File: src/verilog/sos_consts.svh
// Offsets, field positions, reset values and encodings of the status output selector
`ifndef SOS_CONSTS_SVH
`define SOS_CONSTS_SVH

// ----------------------------------------------------------------------------
// Register byte offsets
// ----------------------------------------------------------------------------
`define SOS_ADDR_TERM_SEL 8'h00
`define SOS_ADDR_RELAY_SEL 8'h04
`define SOS_ADDR_FAULT_MASK 8'h08
`define SOS_ADDR_LEVEL 8'h0C
`define SOS_ADDR_BANDWIDTH 8'h10
`define SOS_ADDR_MAX_FREQ 8'h14
`define SOS_ADDR_OUT_STATE 8'h18
`define SOS_ADDR_IRQ_STATUS 8'h1C
`define SOS_ADDR_IRQ_MASK 8'h20

// ----------------------------------------------------------------------------
// Reset values and limits (frequencies in 0.1 Hz steps)
// ----------------------------------------------------------------------------
`define SOS_TERM_SEL_RST 5'h0C
`define SOS_RELAY_SEL_RST 5'h11
`define SOS_FAULT_MASK_RST 3'h2
`define SOS_LEVEL_RST 16'h012C
`define SOS_BANDWIDTH_RST 16'h0064
`define SOS_MAX_FREQ_RST 16'h0FA0
`define SOS_FREQ_CEIL 16'h0FA0
`define SOS_ITEM_LAST 5'h11

// ----------------------------------------------------------------------------
// Item encodings
// ----------------------------------------------------------------------------
`define SOS_ITEM_MATCH 5'h00
`define SOS_ITEM_LEVEL_MATCH 5'h01
`define SOS_ITEM_WINDOW 5'h02
`define SOS_ITEM_THRESH 5'h03
`define SOS_ITEM_THRESH_INV 5'h04
`define SOS_ITEM_MOTOR_OL 5'h05
`define SOS_ITEM_DRIVE_OL 5'h06
`define SOS_ITEM_STALL 5'h07
`define SOS_ITEM_OVERVOLT 5'h08
`define SOS_ITEM_UNDERVOLT 5'h09
`define SOS_ITEM_HEATSINK 5'h0A
`define SOS_ITEM_CMD_LOSS 5'h0B
`define SOS_ITEM_RUNNING 5'h0C
`define SOS_ITEM_STOPPED 5'h0D
`define SOS_ITEM_CONSTANT 5'h0E
`define SOS_ITEM_SEARCH 5'h0F
`define SOS_ITEM_WAITING 5'h10
`define SOS_ITEM_FAULT 5'h11

// ----------------------------------------------------------------------------
// Field positions
// ----------------------------------------------------------------------------
`define SOS_MASK_UNDERVOLT 0
`define SOS_MASK_OTHER_TRIP 1
`define SOS_MASK_RESTART 2
`define SOS_IRQ_TERM_RISE 0
`define SOS_IRQ_RELAY_RISE 1
`define SOS_IRQ_REJECT 2

`endif

File: src/verilog/sos_pkg.sv
// Types shared by the status output selector
package sos_pkg;
    typedef logic [15:0] sos_freq_t;
    typedef logic [4:0] sos_item_t;
    typedef logic [2:0] sos_flags_t;
    typedef enum logic [1:0] {SOS_RAMP_HOLD, SOS_RAMP_ACCEL, SOS_RAMP_DECEL} sos_ramp_e;
endpackage

File: src/verilog/sos_status_output_selector.sv
// Status output selector driving the open-collector terminal and the relay
`timescale 1ns/100ps
`default_nettype none
`include "sos_consts.svh"

// Behaviour
// RL1 - Match mode: on while |commanded minus output| is at most half bandwidth.
// RL2 - Bandwidth spans 0 to 400 Hz, default 10.0; above max frequency rejected.
// RL3 - Level match mode: commanded equals level and match mode condition holds.
// RL4 - Level spans 0 to 400 Hz, default 30.0; above max frequency rejected.
// RL5 - Window mode: on while |level minus running| is at most half bandwidth.
// RL6 - Threshold: accel on at level; decel stays on above level minus half band.
// RL7 - Inverted threshold: same hysteresis as threshold mode, inverted polarity.
// RL8 - Item eight follows the overvoltage trip.
// RL9 - Item nine follows the undervoltage trip.
// RL10 - Item ten follows the heatsink overtemperature trip.
// RL11 - Item eleven follows loss of the frequency command.
// RL12 - Item twelve: run command present and power stage producing voltage.
// RL13 - Item thirteen while stopped; item fourteen while at constant speed.
// RL14 - Item sixteen while healthy and waiting for a run command.
// RL15 - Item seventeen drives the output from the fault mask.
// RL16 - Fault item with mask 2 reacts to any trip except undervoltage.
// RL17 - Terminal and relay each have their own item selection.
// RL18 - Mask bit 0 undervoltage, bit 1 other trips, bit 2 restart attempts.
// RL19 - Items five, six, seven, fifteen pass overload, stall, search flags.
module sos_status_output_selector
    import sos_pkg::*;
(
    // Clock and reset
    input wire logic clk,
    input wire logic rst_b,
    // Register port
    input wire logic [7:0] reg_addr,
    input wire logic [31:0] reg_wdata,
    input wire logic reg_wr,
    input wire logic reg_rd,
    output logic [31:0] reg_rdata,
    // Frequencies from the control core, 0.1 Hz steps
    input wire logic [15:0] cmd_freq,
    input wire logic [15:0] run_freq,
    input wire logic accelerating,
    input wire logic decelerating,
    // Status flags from the control core
    input wire logic motor_overload_flag,
    input wire logic drive_overload_flag,
    input wire logic stall_flag,
    input wire logic speed_search_flag,
    input wire logic overvolt_trip,
    input wire logic undervolt_trip,
    input wire logic heatsink_overtemp_trip,
    input wire logic any_trip,
    input wire logic restart_attempt,
    input wire logic cmd_loss,
    input wire logic run_cmd,
    input wire logic output_active,
    input wire logic stopped,
    input wire logic constant_run,
    input wire logic waiting_run,
    // Outputs to the external sequence, plus the interrupt
    output logic open_collector_output,
    output logic programmable_relay,
    output logic irq
);

    // ------------------------------------------------------------------------
    // Helper functions
    // ------------------------------------------------------------------------

    // Absolute difference of two frequencies
    function automatic sos_freq_t abs_diff(input sos_freq_t a, input sos_freq_t b);
        abs_diff = (a >= b) ? (a - b) : (b - a);
    endfunction

    // Picks the condition an item selection points at
    function automatic logic pick_item(input sos_item_t sel, input logic [17:0] cond);
        pick_item = (sel <= `SOS_ITEM_LAST) ? cond[sel] : 1'b0;
    endfunction

    // ------------------------------------------------------------------------
    // Configuration registers
    // ------------------------------------------------------------------------
    sos_item_t terminal_item_select_q;
    sos_item_t relay_item_select_q;
    sos_flags_t fault_indication_mask_q;
    sos_freq_t freq_detect_level_q;
    sos_freq_t freq_detect_bandwidth_q;
    sos_freq_t max_frequency_limit_q;
    sos_flags_t irq_status_q;
    sos_flags_t irq_mask_q;
    logic thresh_q;
    logic oc_q;
    logic relay_q;
    logic irq_q;
    logic [31:0] rdata_q;

    logic wr_term;
    logic wr_relay;
    logic wr_mask;
    logic wr_level;
    logic wr_band;
    logic wr_maxf;
    logic wr_status;
    logic wr_irqmask;
    logic reject_evt;
    sos_freq_t wfreq;

    // Write decode
    assign wfreq = reg_wdata[15:0];
    assign wr_term = reg_wr && (reg_addr == `SOS_ADDR_TERM_SEL);
    assign wr_relay = reg_wr && (reg_addr == `SOS_ADDR_RELAY_SEL);
    assign wr_mask = reg_wr && (reg_addr == `SOS_ADDR_FAULT_MASK);
    assign wr_level = reg_wr && (reg_addr == `SOS_ADDR_LEVEL);
    assign wr_band = reg_wr && (reg_addr == `SOS_ADDR_BANDWIDTH);
    assign wr_maxf = reg_wr && (reg_addr == `SOS_ADDR_MAX_FREQ);
    assign wr_status = reg_wr && (reg_addr == `SOS_ADDR_IRQ_STATUS);
    assign wr_irqmask = reg_wr && (reg_addr == `SOS_ADDR_IRQ_MASK);

    // Out-of-range writes leave the old value and raise a sticky flag
    assign reject_evt = (wr_term && (reg_wdata[31:0] > 32'h0000_0011))
        || (wr_relay && (reg_wdata[31:0] > 32'h0000_0011))
        || (wr_level && ((reg_wdata[31:16] != 16'h0000) || (wfreq > max_frequency_limit_q)))
        || (wr_band && ((reg_wdata[31:16] != 16'h0000) || (wfreq > max_frequency_limit_q)))
        || (wr_maxf && ((reg_wdata[31:16] != 16'h0000) || (wfreq > `SOS_FREQ_CEIL)));

    // Independent selections for terminal and relay
    always_ff @(posedge clk or negedge rst_b)
    begin
        if (!rst_b)
        begin
            terminal_item_select_q <= `SOS_TERM_SEL_RST;
            relay_item_select_q <= `SOS_RELAY_SEL_RST;
        end
        else
        begin
            if (wr_term && (reg_wdata[31:0] <= 32'h0000_0011))
            begin
                terminal_item_select_q <= reg_wdata[4:0]; // RL17
            end
            if (wr_relay && (reg_wdata[31:0] <= 32'h0000_0011))
            begin
                relay_item_select_q <= reg_wdata[4:0]; // RL17
            end
        end
    end

    // Fault mask, three bits, upper bits ignored
    always_ff @(posedge clk or negedge rst_b)
    begin
        if (!rst_b)
        begin
            fault_indication_mask_q <= `SOS_FAULT_MASK_RST;
        end
        else if (wr_mask)
        begin
            fault_indication_mask_q <= reg_wdata[2:0]; // RL18
        end
    end

    // Level and bandwidth, written only when not above the configured maximum frequency
    always_ff @(posedge clk or negedge rst_b)
    begin
        if (!rst_b)
        begin
            freq_detect_level_q <= `SOS_LEVEL_RST;
            freq_detect_bandwidth_q <= `SOS_BANDWIDTH_RST;
        end
        else
        begin
            if (wr_level && (reg_wdata[31:16] == 16'h0000) && (wfreq <= max_frequency_limit_q))
            begin
                freq_detect_level_q <= wfreq; // RL4
            end
            if (wr_band && (reg_wdata[31:16] == 16'h0000) && (wfreq <= max_frequency_limit_q))
            begin
                freq_detect_bandwidth_q <= wfreq; // RL2
            end
        end
    end

    // Maximum frequency; lowering it does not clip settings already stored
    always_ff @(posedge clk or negedge rst_b)
    begin
        if (!rst_b)
        begin
            max_frequency_limit_q <= `SOS_MAX_FREQ_RST;
        end
        else if (wr_maxf && (reg_wdata[31:16] == 16'h0000) && (wfreq <= `SOS_FREQ_CEIL))
        begin
            max_frequency_limit_q <= wfreq;
        end
    end

    // ------------------------------------------------------------------------
    // Frequency detection
    // ------------------------------------------------------------------------
    sos_freq_t half_band;
    sos_freq_t low_edge;
    logic match_ok;
    logic level_match_ok;
    logic window_ok;
    logic thresh_d;
    sos_ramp_e ramp;

    // Half bandwidth truncates, so an odd 0.1 Hz step narrows the window
    assign half_band = {1'b0, freq_detect_bandwidth_q[15:1]};
    // Saturate at zero so a small level does not wrap the lower edge
    assign low_edge = (freq_detect_level_q > half_band) ? (freq_detect_level_q - half_band) : 16'h0000;
    assign match_ok = abs_diff(cmd_freq, run_freq) <= half_band; // RL1
    assign level_match_ok = (cmd_freq == freq_detect_level_q) && match_ok; // RL3
    assign window_ok = abs_diff(freq_detect_level_q, run_freq) <= half_band; // RL5

    // Ramp direction; accel wins if the core claims both
    always_comb
    begin
        if (accelerating)
        begin
            ramp = SOS_RAMP_ACCEL;
        end
        else if (decelerating)
        begin
            ramp = SOS_RAMP_DECEL;
        end
        else
        begin
            ramp = SOS_RAMP_HOLD;
        end
    end

    // Hysteresis state shared by both threshold items
    always_comb
    begin
        case (ramp)
            SOS_RAMP_ACCEL: thresh_d = run_freq >= freq_detect_level_q; // RL6
            SOS_RAMP_DECEL: thresh_d = thresh_q && (run_freq > low_edge); // RL6
            SOS_RAMP_HOLD: thresh_d = thresh_q;
            default: thresh_d = 1'b0;
        endcase
    end

    always_ff @(posedge clk or negedge rst_b)
    begin
        if (!rst_b)
        begin
            thresh_q <= 1'b0;
        end
        else
        begin
            thresh_q <= thresh_d;
        end
    end

    // ------------------------------------------------------------------------
    // Item conditions and output selection
    // ------------------------------------------------------------------------
    logic [17:0] cond;
    logic fault_ok;
    logic oc_d;
    logic relay_d;

    // Fault indication from the mask bits
    assign fault_ok = (fault_indication_mask_q[`SOS_MASK_UNDERVOLT] && undervolt_trip)
        || (fault_indication_mask_q[`SOS_MASK_OTHER_TRIP] && any_trip && !undervolt_trip)
        || (fault_indication_mask_q[`SOS_MASK_RESTART] && restart_attempt); // RL15 RL16 RL18

    // Condition vector indexed by item code
    always_comb
    begin
        cond = 18'h00000;
        cond[`SOS_ITEM_MATCH] = match_ok; // RL1
        cond[`SOS_ITEM_LEVEL_MATCH] = level_match_ok; // RL3
        cond[`SOS_ITEM_WINDOW] = window_ok; // RL5
        cond[`SOS_ITEM_THRESH] = thresh_q; // RL6
        cond[`SOS_ITEM_THRESH_INV] = !thresh_q; // RL7
        cond[`SOS_ITEM_MOTOR_OL] = motor_overload_flag; // RL19
        cond[`SOS_ITEM_DRIVE_OL] = drive_overload_flag; // RL19
        cond[`SOS_ITEM_STALL] = stall_flag; // RL19
        cond[`SOS_ITEM_OVERVOLT] = overvolt_trip; // RL8
        cond[`SOS_ITEM_UNDERVOLT] = undervolt_trip; // RL9
        cond[`SOS_ITEM_HEATSINK] = heatsink_overtemp_trip; // RL10
        cond[`SOS_ITEM_CMD_LOSS] = cmd_loss; // RL11
        cond[`SOS_ITEM_RUNNING] = run_cmd && output_active; // RL12
        cond[`SOS_ITEM_STOPPED] = stopped; // RL13
        cond[`SOS_ITEM_CONSTANT] = constant_run; // RL13
        cond[`SOS_ITEM_SEARCH] = speed_search_flag; // RL19
        cond[`SOS_ITEM_WAITING] = waiting_run; // RL14
        cond[`SOS_ITEM_FAULT] = fault_ok; // RL15
    end

    assign oc_d = pick_item(terminal_item_select_q, cond); // RL17
    assign relay_d = pick_item(relay_item_select_q, cond); // RL17

    // Outputs registered so the pins never glitch on decode
    always_ff @(posedge clk or negedge rst_b)
    begin
        if (!rst_b)
        begin
            oc_q <= 1'b0;
            relay_q <= 1'b0;
        end
        else
        begin
            oc_q <= oc_d;
            relay_q <= relay_d;
        end
    end

    // ------------------------------------------------------------------------
    // Interrupts
    // ------------------------------------------------------------------------
    sos_flags_t irq_set;

    assign irq_set = {reject_evt, relay_d && !relay_q, oc_d && !oc_q};

    // Sticky status, write one to clear; a new event wins over the clear
    always_ff @(posedge clk or negedge rst_b)
    begin
        if (!rst_b)
        begin
            irq_status_q <= 3'h0;
        end
        else if (wr_status)
        begin
            irq_status_q <= (irq_status_q & ~reg_wdata[2:0]) | irq_set;
        end
        else
        begin
            irq_status_q <= irq_status_q | irq_set;
        end
    end

    always_ff @(posedge clk or negedge rst_b)
    begin
        if (!rst_b)
        begin
            irq_mask_q <= 3'h0;
        end
        else if (wr_irqmask)
        begin
            irq_mask_q <= reg_wdata[2:0];
        end
    end

    // Level interrupt follows masked status one cycle later
    always_ff @(posedge clk or negedge rst_b)
    begin
        if (!rst_b)
        begin
            irq_q <= 1'b0;
        end
        else
        begin
            irq_q <= |(irq_status_q & irq_mask_q);
        end
    end

    // ------------------------------------------------------------------------
    // Read port
    // ------------------------------------------------------------------------
    logic [31:0] rdata_d;

    // Unmapped addresses read zero
    always_comb
    begin
        case (reg_addr)
            `SOS_ADDR_TERM_SEL: rdata_d = {27'h0, terminal_item_select_q};
            `SOS_ADDR_RELAY_SEL: rdata_d = {27'h0, relay_item_select_q};
            `SOS_ADDR_FAULT_MASK: rdata_d = {29'h0, fault_indication_mask_q};
            `SOS_ADDR_LEVEL: rdata_d = {16'h0, freq_detect_level_q};
            `SOS_ADDR_BANDWIDTH: rdata_d = {16'h0, freq_detect_bandwidth_q};
            `SOS_ADDR_MAX_FREQ: rdata_d = {16'h0, max_frequency_limit_q};
            `SOS_ADDR_OUT_STATE: rdata_d = {29'h0, thresh_q, relay_q, oc_q};
            `SOS_ADDR_IRQ_STATUS: rdata_d = {29'h0, irq_status_q};
            `SOS_ADDR_IRQ_MASK: rdata_d = {29'h0, irq_mask_q};
            default: rdata_d = 32'h0000_0000;
        endcase
    end

    // Data valid only in the cycle after the strobe
    always_ff @(posedge clk or negedge rst_b)
    begin
        if (!rst_b)
        begin
            rdata_q <= 32'h0000_0000;
        end
        else if (reg_rd)
        begin
            rdata_q <= rdata_d;
        end
        else
        begin
            rdata_q <= 32'h0000_0000;
        end
    end

    assign reg_rdata = rdata_q;
    assign open_collector_output = oc_q;
    assign programmable_relay = relay_q;
    assign irq = irq_q;
endmodule
`default_nettype wire

File: config.mk
export PLATFORM = sky130hd
export DESIGN_NAME = sos_status_output_selector
export DESIGN_NICKNAME = d
export VERILOG_FILES = /design/src/verilog/sos_pkg.sv /design/src/verilog/sos_status_output_selector.sv
export VERILOG_INCLUDE_DIRS = /design/src /design/src/verilog
export SDC_FILE = /design/constraint.sdc
export NUM_CORES = 1
export LEC_CHECK = 0
export BUFFER_PORTS_ARGS = -buffer_cell sky130_fd_sc_hd__buf_2
export CAP_MARGIN = 0
export CORE_AREA = 8 8 164 166
export DETAILED_ROUTE_END_ITERATION = 16
export DIE_AREA = 0 0 172 174
export SETUP_SLACK_MARGIN = 0.1
export SYNTH_ARGS = -nofsm -noshare
export SYNTH_HDL_FRONTEND = slang
export SYNTH_SLANG_ARGS = --single-unit
File: constraint.sdc
create_clock -name clk -period 9.2 [get_ports clk]
set_input_delay 0.46 -clock clk [delete_from_list [all_inputs] [get_ports clk]]
set_output_delay 0.46 -clock clk [all_outputs]
set_load 0.01 [all_outputs]
# --- Word level (Yosys, flattened, before mapping) ---
# Cells that the tools add are included.
word_totals:
  regBits: 103
  word_cells: 113
op_classes:
  eq_ne: 11
  n_addsub: 5
  n_lt_le_gt_ge: 17
  n_reduce_logical: 47
  muxes: 15
  bitwise_logic: 5
ops:
  columns: ["cell", "n"]
  rows:
  - ["case mux 16 bit (9 select lines)", 1]
  - ["subtractor 16 bit", 4]
  - ["greater-or-equal comparator 16 bit", 3]
  - ["2-to-1 mux 16 bit", 3]
  - ["equality test 8 x 5 -> 1 bit, second input constant", 4]
  - ["greater-than comparator 16 bit", 2]
  - ["greater-than comparator 32 x 5 -> 1 bit, second input constant", 1]
  - ["<= comparator 16 x 15 -> 1 bit", 2]
  - ["<= comparator 32 x 5 -> 1 bit, second input constant", 1]
  - ["2-to-1 mux 32 bit", 1]
  - ["logical AND 1 bit", 30]
  - ["equality test 16 bit", 1]
  - ["equality test 8 x 4 -> 1 bit, second input constant", 2]
  - ["greater-than comparator 16 x 12 -> 1 bit, second input constant", 1]
  - ["greater-than comparator 16 x 15 -> 1 bit", 1]
  - ["<= comparator 16 x 12 -> 1 bit, second input constant", 1]
  - ["<= comparator 16 bit", 1]
  - ["zero test 16 bit", 1]
  - ["nonzero test 16 bit", 1]
  - ["subtractor 16 x 15 -> 16 bit", 1]
  - ["< comparator 5 x 6 -> 1 bit, second input constant", 2]
  - ["binary-select mux 1 bit (select 5 bit)", 2]
  - ["<= comparator 5 bit, second input constant", 2]
  - ["equality test 8 x 3 -> 1 bit, second input constant", 1]
  - ["15 further kinds", 31]

# --- Logic depth before layout (Yosys ltp) ---
logic_depth:
  ltp_word: 10
  depth_mapped: 24
  depth_no_buf: 23

# --- Least setup slack after synthesis ---
# OpenSTA, ideal clock, no wires.
synth_path:
  path_kind: "in2reg"
  start: "input port run_freq[9]"
  end: "register oc_q, in the netlist open_collector_output"
  path_stages: 19
  path_slack_ps: 4915
  path_buffers: 1
  t_arrival_ps: 4189
  setup_ps: 95
  required_ps: 9105
  cell_sequence: "inv_1 ha_1 buf_2 nand4_2 nor2_2 nand3_2 o21ai_4 mux2_1 a21o_1 a21o_1 a2111oi_0 nor3_1 ha_1 nand3_1 or2_2 nor3_1 o21ai_0 o221a_2 o31ai_1"
synth_between:
  elab_chain_len: 7
synth_lines:
  columns: ["item", "line_no", "source"]
  rows:
  - ["start, declared", "sos_status_output_selector.sv:40", "input wire logic [15:0] run_freq,"]
  - ["subtractor 16 bit / greater-or-equal comparator 16 bit (equally long branches)", "sos_status_output_selector.sv:71", "abs_diff = (a >= b) ? (a - b) : (b - a);"]
  - ["2-to-1 mux 16 bit", "sos_status_output_selector.sv:71", null]
  - ["<= comparator 16 x 15 -> 1 bit", "sos_status_output_selector.sv:208", "assign match_ok = abs_diff(cmd_freq, run_freq) <= half_band;"]
  - ["logical AND 1 bit", "sos_status_output_selector.sv:209", "assign level_match_ok = (cmd_freq == freq_detect_level_q) && match_ok;"]
  - ["binary-select mux 1 bit (select 5 bit) *", "sos_status_output_selector.sv:76", "pick_item = (sel <= `SOS_ITEM_LAST) ? cond[sel] : 1'b0;"]
  - ["2-to-1 mux 1 bit (implied by the code) *", "sos_status_output_selector.sv:76", null]
  - ["2-to-1 mux 1 bit *", "sos_status_output_selector.sv:76", null]
  - ["named net oc_d", "sos_status_output_selector.sv:257", "logic oc_d;"]
  - ["end signal, assigned", "sos_status_output_selector.sv:297", "oc_q <= 1'b0;"]
  - ["end signal, assigned", "sos_status_output_selector.sv:302", "oc_q <= oc_d;"]
  - ["end, declared", "sos_status_output_selector.sv:91", "logic oc_q;"]
# The timed path passes the listed nets; every way through them passes the cells marked *. The select of a mux whose other input is x is not followed.
# A chain may end at the register's enable or synchronous reset.

# --- Final worst setup path ---
layout_path:
  start: "input port cmd_freq[0]"
  end: "register irq_status_q[1]"
layout_between:
  elab_chain_len: 10
layout_lines:
  columns: ["item", "line_no", "source"]
  rows:
  - ["start, declared", "sos_status_output_selector.sv:39", "input wire logic [15:0] cmd_freq,"]
  - ["subtractor 16 bit / greater-or-equal comparator 16 bit (equally long branches)", "sos_status_output_selector.sv:71", null]
  - ["2-to-1 mux 16 bit", "sos_status_output_selector.sv:71", null]
  - ["<= comparator 16 x 15 -> 1 bit", "sos_status_output_selector.sv:208", null]
  - ["logical AND 1 bit", "sos_status_output_selector.sv:209", null]
  - ["binary-select mux 1 bit (select 5 bit) *", "sos_status_output_selector.sv:76", null]
  - ["2-to-1 mux 1 bit (implied by the code) *", "sos_status_output_selector.sv:76", null]
  - ["2-to-1 mux 1 bit *", "sos_status_output_selector.sv:76", null]
  - ["logical AND 1 bit *", "sos_status_output_selector.sv:312", "assign irq_set = {reject_evt, relay_d && !relay_q, oc_d && !oc_q};"]
  - ["bitwise OR 3 bit, on equally long branches", "sos_status_output_selector.sv:327, sos_status_output_selector.sv:323", null]
  - ["2-to-1 mux 3 bit *", "sos_status_output_selector.sv:321", "else if (wr_status)"]
  - ["end signal, assigned", "sos_status_output_selector.sv:323", "irq_status_q <= (irq_status_q & ~reg_wdata[2:0]) | irq_set;"]
  - ["end signal, assigned", "sos_status_output_selector.sv:327", "irq_status_q <= irq_status_q | irq_set;"]
  - ["end, declared", "sos_status_output_selector.sv:88", "sos_flags_t irq_status_q;"]
# Mark *: on every way between the ends. The rest lies on a longest branch, timed or not. The select of a mux whose other input is x is not followed.

==> impl_metrics.json <==
{
  "asyncSetResetFlopFracSynth_pct": 100,
  "crit_type": "input port to flip-flop",
  "n_fill_cell": 2531,
  "antenna_found_initial": 0,
  "via_per_inst": 5.70,
  "leakagePower_uw": 0.00499,
  "cp-startpoint": "cmd_freq[0]",
  "fmax_mhz": 194,
  "synth_area_um2": 9550,
  "yosysUniqueCellTypes": 75,
  "core_area_um2": 24500,
  "vdd_drop_max_uv": 75.4,
  "setup_tns_ps": 0,
  "yosysSeqAreaShare_pct": 23.0,
  "rows": 58,
  "crit_required_ps": 9400,
  "synth_top_area_share_pct": 18.3,
  "slew_headroom_pct": 23.7,
  "power_uw": 1140,
  "initialDrtViolationCount": 865,
  "yosys_warnings": 0,
  "grt_pass1_vias": 8827,
  "post-route-min-period_ps": 5160,
  "outcome": "complete, no violations",
  "grt_max_degree": 62,
  "finalHoldViolations": 0,
  "clk_latency_ps": 340,
  "tightest_slew_ps": 1140,
  "ys_ff_latch": 87,
  "layout-drive-gt1-share_pct": 18.1,
  "wl_mm": 30.4,
  "post_cts_buffers": 0,
  "dieArea_um2": 29900,
  "drc": 0,
  "dp_hpwl_mm": 24.9,
  "cp-end-kind": "flip-flop",
  "dieWidth_um": 172,
  "grt_pass1_wl_mm": 47.7,
  "wl_per_cell_um": 19.6,
  "arrival_ps": 5360,
  "ios": 128,
  "synthTopCellsByArea": "ha_1 (18%), dfrtp_1 (18%), dfstp_2 (5.0%)",
  "drv_cap": 0,
  "synth_edf_count": 0,
  "start_kind": "input port",
  "area_delta_synth_final_pct": 11.6,
  "clock_sinks": 87,
  "clockRootBuffer": "clkbuf_16",
  "grt-ovfl-total": 0,
  "synth_cells": 1128,
  "yosysTopAreaCell": "ha_1",
  "place.gp.congestion": 0.918,
  "vias": 8818,
  "hp-class": "input port to asynchronous set/reset pin",
  "start_util_pct": 38.9,
  "avgSynthCellArea_um2": 8.47,
  "yosysMostFrequentCell": "ha_1",
  "setup_violations": 0,
  "portBuffers": 111,
  "critical_path.max_fanout": 22,
  "cts_tree": "done",
  "cts_buffers": 9,
  "r2r-start": "freq_detect_level_q[10]",
  "fin_skew_ps": 7.46,
  "antenna_cells": 0,
  "cts.clk_slew.worst_paths_ps": 70,
  "layout.nets": 1451,
  "firstDrtPassIters": 7,
  "cts_hold_buf": 0,
  "die_y_um": 174,
  "ant_nets": 0,
  "ys.flop_type": "dfrtp_1",
  "track_usage_pct": 20.2,
  "drv_slew": 0,
  "clock_path_buffers": 2,
  "post-place-cells": 1532,
  "netlist_top_cells_count": "ha_1 (140), inv_1 (98), nand2_1 (90), a21oi_1 (85), o21ai_0 (79)",
  "cts-htree-levels": 3,
  "power_density_nw_per_um2": 107,
  "fin_crit_sh_pct": 56.1,
  "final-instance-count-excl-fill": 1548,
  "finalCoreUtilization_pct": 43.4,
  "post_cts_resized": 0,
  "rsz0062_at_grt": "no"
}
[logic make-up after synthesis]
logic type / Yosys count / synth area share [%]
AND/OR/NAND/NOR: 310 / 16.1
adder cells (fa/ha/maj): 145 / 19.4
multiplexers: 71 / 8.80
other: 1 / 0.0393
flip-flops: 87 / 23.0
AO/OA/AOI/OAI: 306 / 20.9
buffers and inverters: 155 / 6.93
XOR/XNOR: 53 / 4.86
[power by group]
| group | leakage [µW] | internal [µW] | switching [µW] | total, µW |
|---|---|---|---|---|
| Combinational | 0.00374 | 131 | 200 | 331 |
| Clock | 0.000159 | 254 | 152 | 406 |
| Sequential | 0.00109 | 390 | 8.60 | 398 |
| Total | 0.00499 | 774 | 361 | 1140 |
[worst max-delay path, cell delays in order]
cell,delay (ps)
buf_2,130
inv_1,60
ha_1,150
inv_1,50
fa_1,380
a21o_1,200
a21oi_1,280
o211a_1,180
o211a_1,660
o21ai_0,300
o21ai_0,340
a22oi_1,160
xnor2_1,190
ha_1,320
nand2_1,80
nor4_1,490
o21ai_0,150
o21ai_0,180
o221ai_1,120
nand3_1,160
o221a_2,240
o221ai_1,100
[routing by layer]
| layer | routed length [µm] | up-vias | GRT usage, % |
|---|---|---|---|
| li1 | - | 4229 | - |
| met1 | 13900 | 4217 | 27.9 |
| met2 | 13600 | 324 | 32.0 |
| met3 | 1960 | 48 | 2.77 |
| met4 | 897 | 0 | 6.43 |
| met5 | 0 | - | 0 |
[placed cells by master, fill, tap and decap left out, types with 18 or more instances in the layout]
master and n:
a21o_1 32, nor2_1 71, nor3_1 20, buf_2 110
mux2i_1 21, nand2_1 90, mux2_2 41, dfrtp_1 69
xor2_1 33, a21oi_1 85, inv_1 98, dfstp_2 18
xnor2_1 20, ha_1 140, nor4_1 18, nand4_1 18
nand3_1 23, o21ai_0 79
[final timing paths]
path                                               to  slack [ps]  cells past startpoint
max                                   irq_status_q[1]        4040                     22
min                                      reg_rdata[4]          40                      1
max reg2reg                           irq_status_q[1]        4050                     18
min reg2reg                freq_detect_bandwidth_q[0]         490                      2
max in group asynchronous      freq_detect_level_q[9]        8060                      2
min in group clk              freq_detect_level_q[12]         410                      2
[registers in the layout, summed over array words and instances (netlist names)]
signal / count
max_frequency_limit_q: 16
irq: 1
irq_mask_q: 3
open_collector_output: 1
programmable_relay: 1
reg_rdata: 16
freq_detect_bandwidth_q: 16
relay_item_select_q: 5
terminal_item_select_q: 5
irq_status_q: 3
freq_detect_level_q: 16
thresh_q: 1
fault_indication_mask_q: 3
[layout make-up]
cell class	count	area [µm²]	share of cell area, %
multi-input combinational	901	6750	63.3
clock buffer	12	256	2.41
sequential	87	2200	20.6
clock inverter	4	76.3	0.716
inverter	98	368	3.45
tap	330	413	3.87
timing repair buffer	116	596	5.59
[per-stage QoR]
step           setup slack, ps  hold slack (ps)  instance area, µm²
3_3_place_gp              3940              409               10300
3_5_place_dp              3800              407               10300
4_1_cts                   4070             48.4               10700
5_1_grt                   3670             61.0               10700
6_report                  4040             38.9               10700
2_1_floorplan             4920              164                9610
No activity file was read; power rests on OpenSTA's default activity.
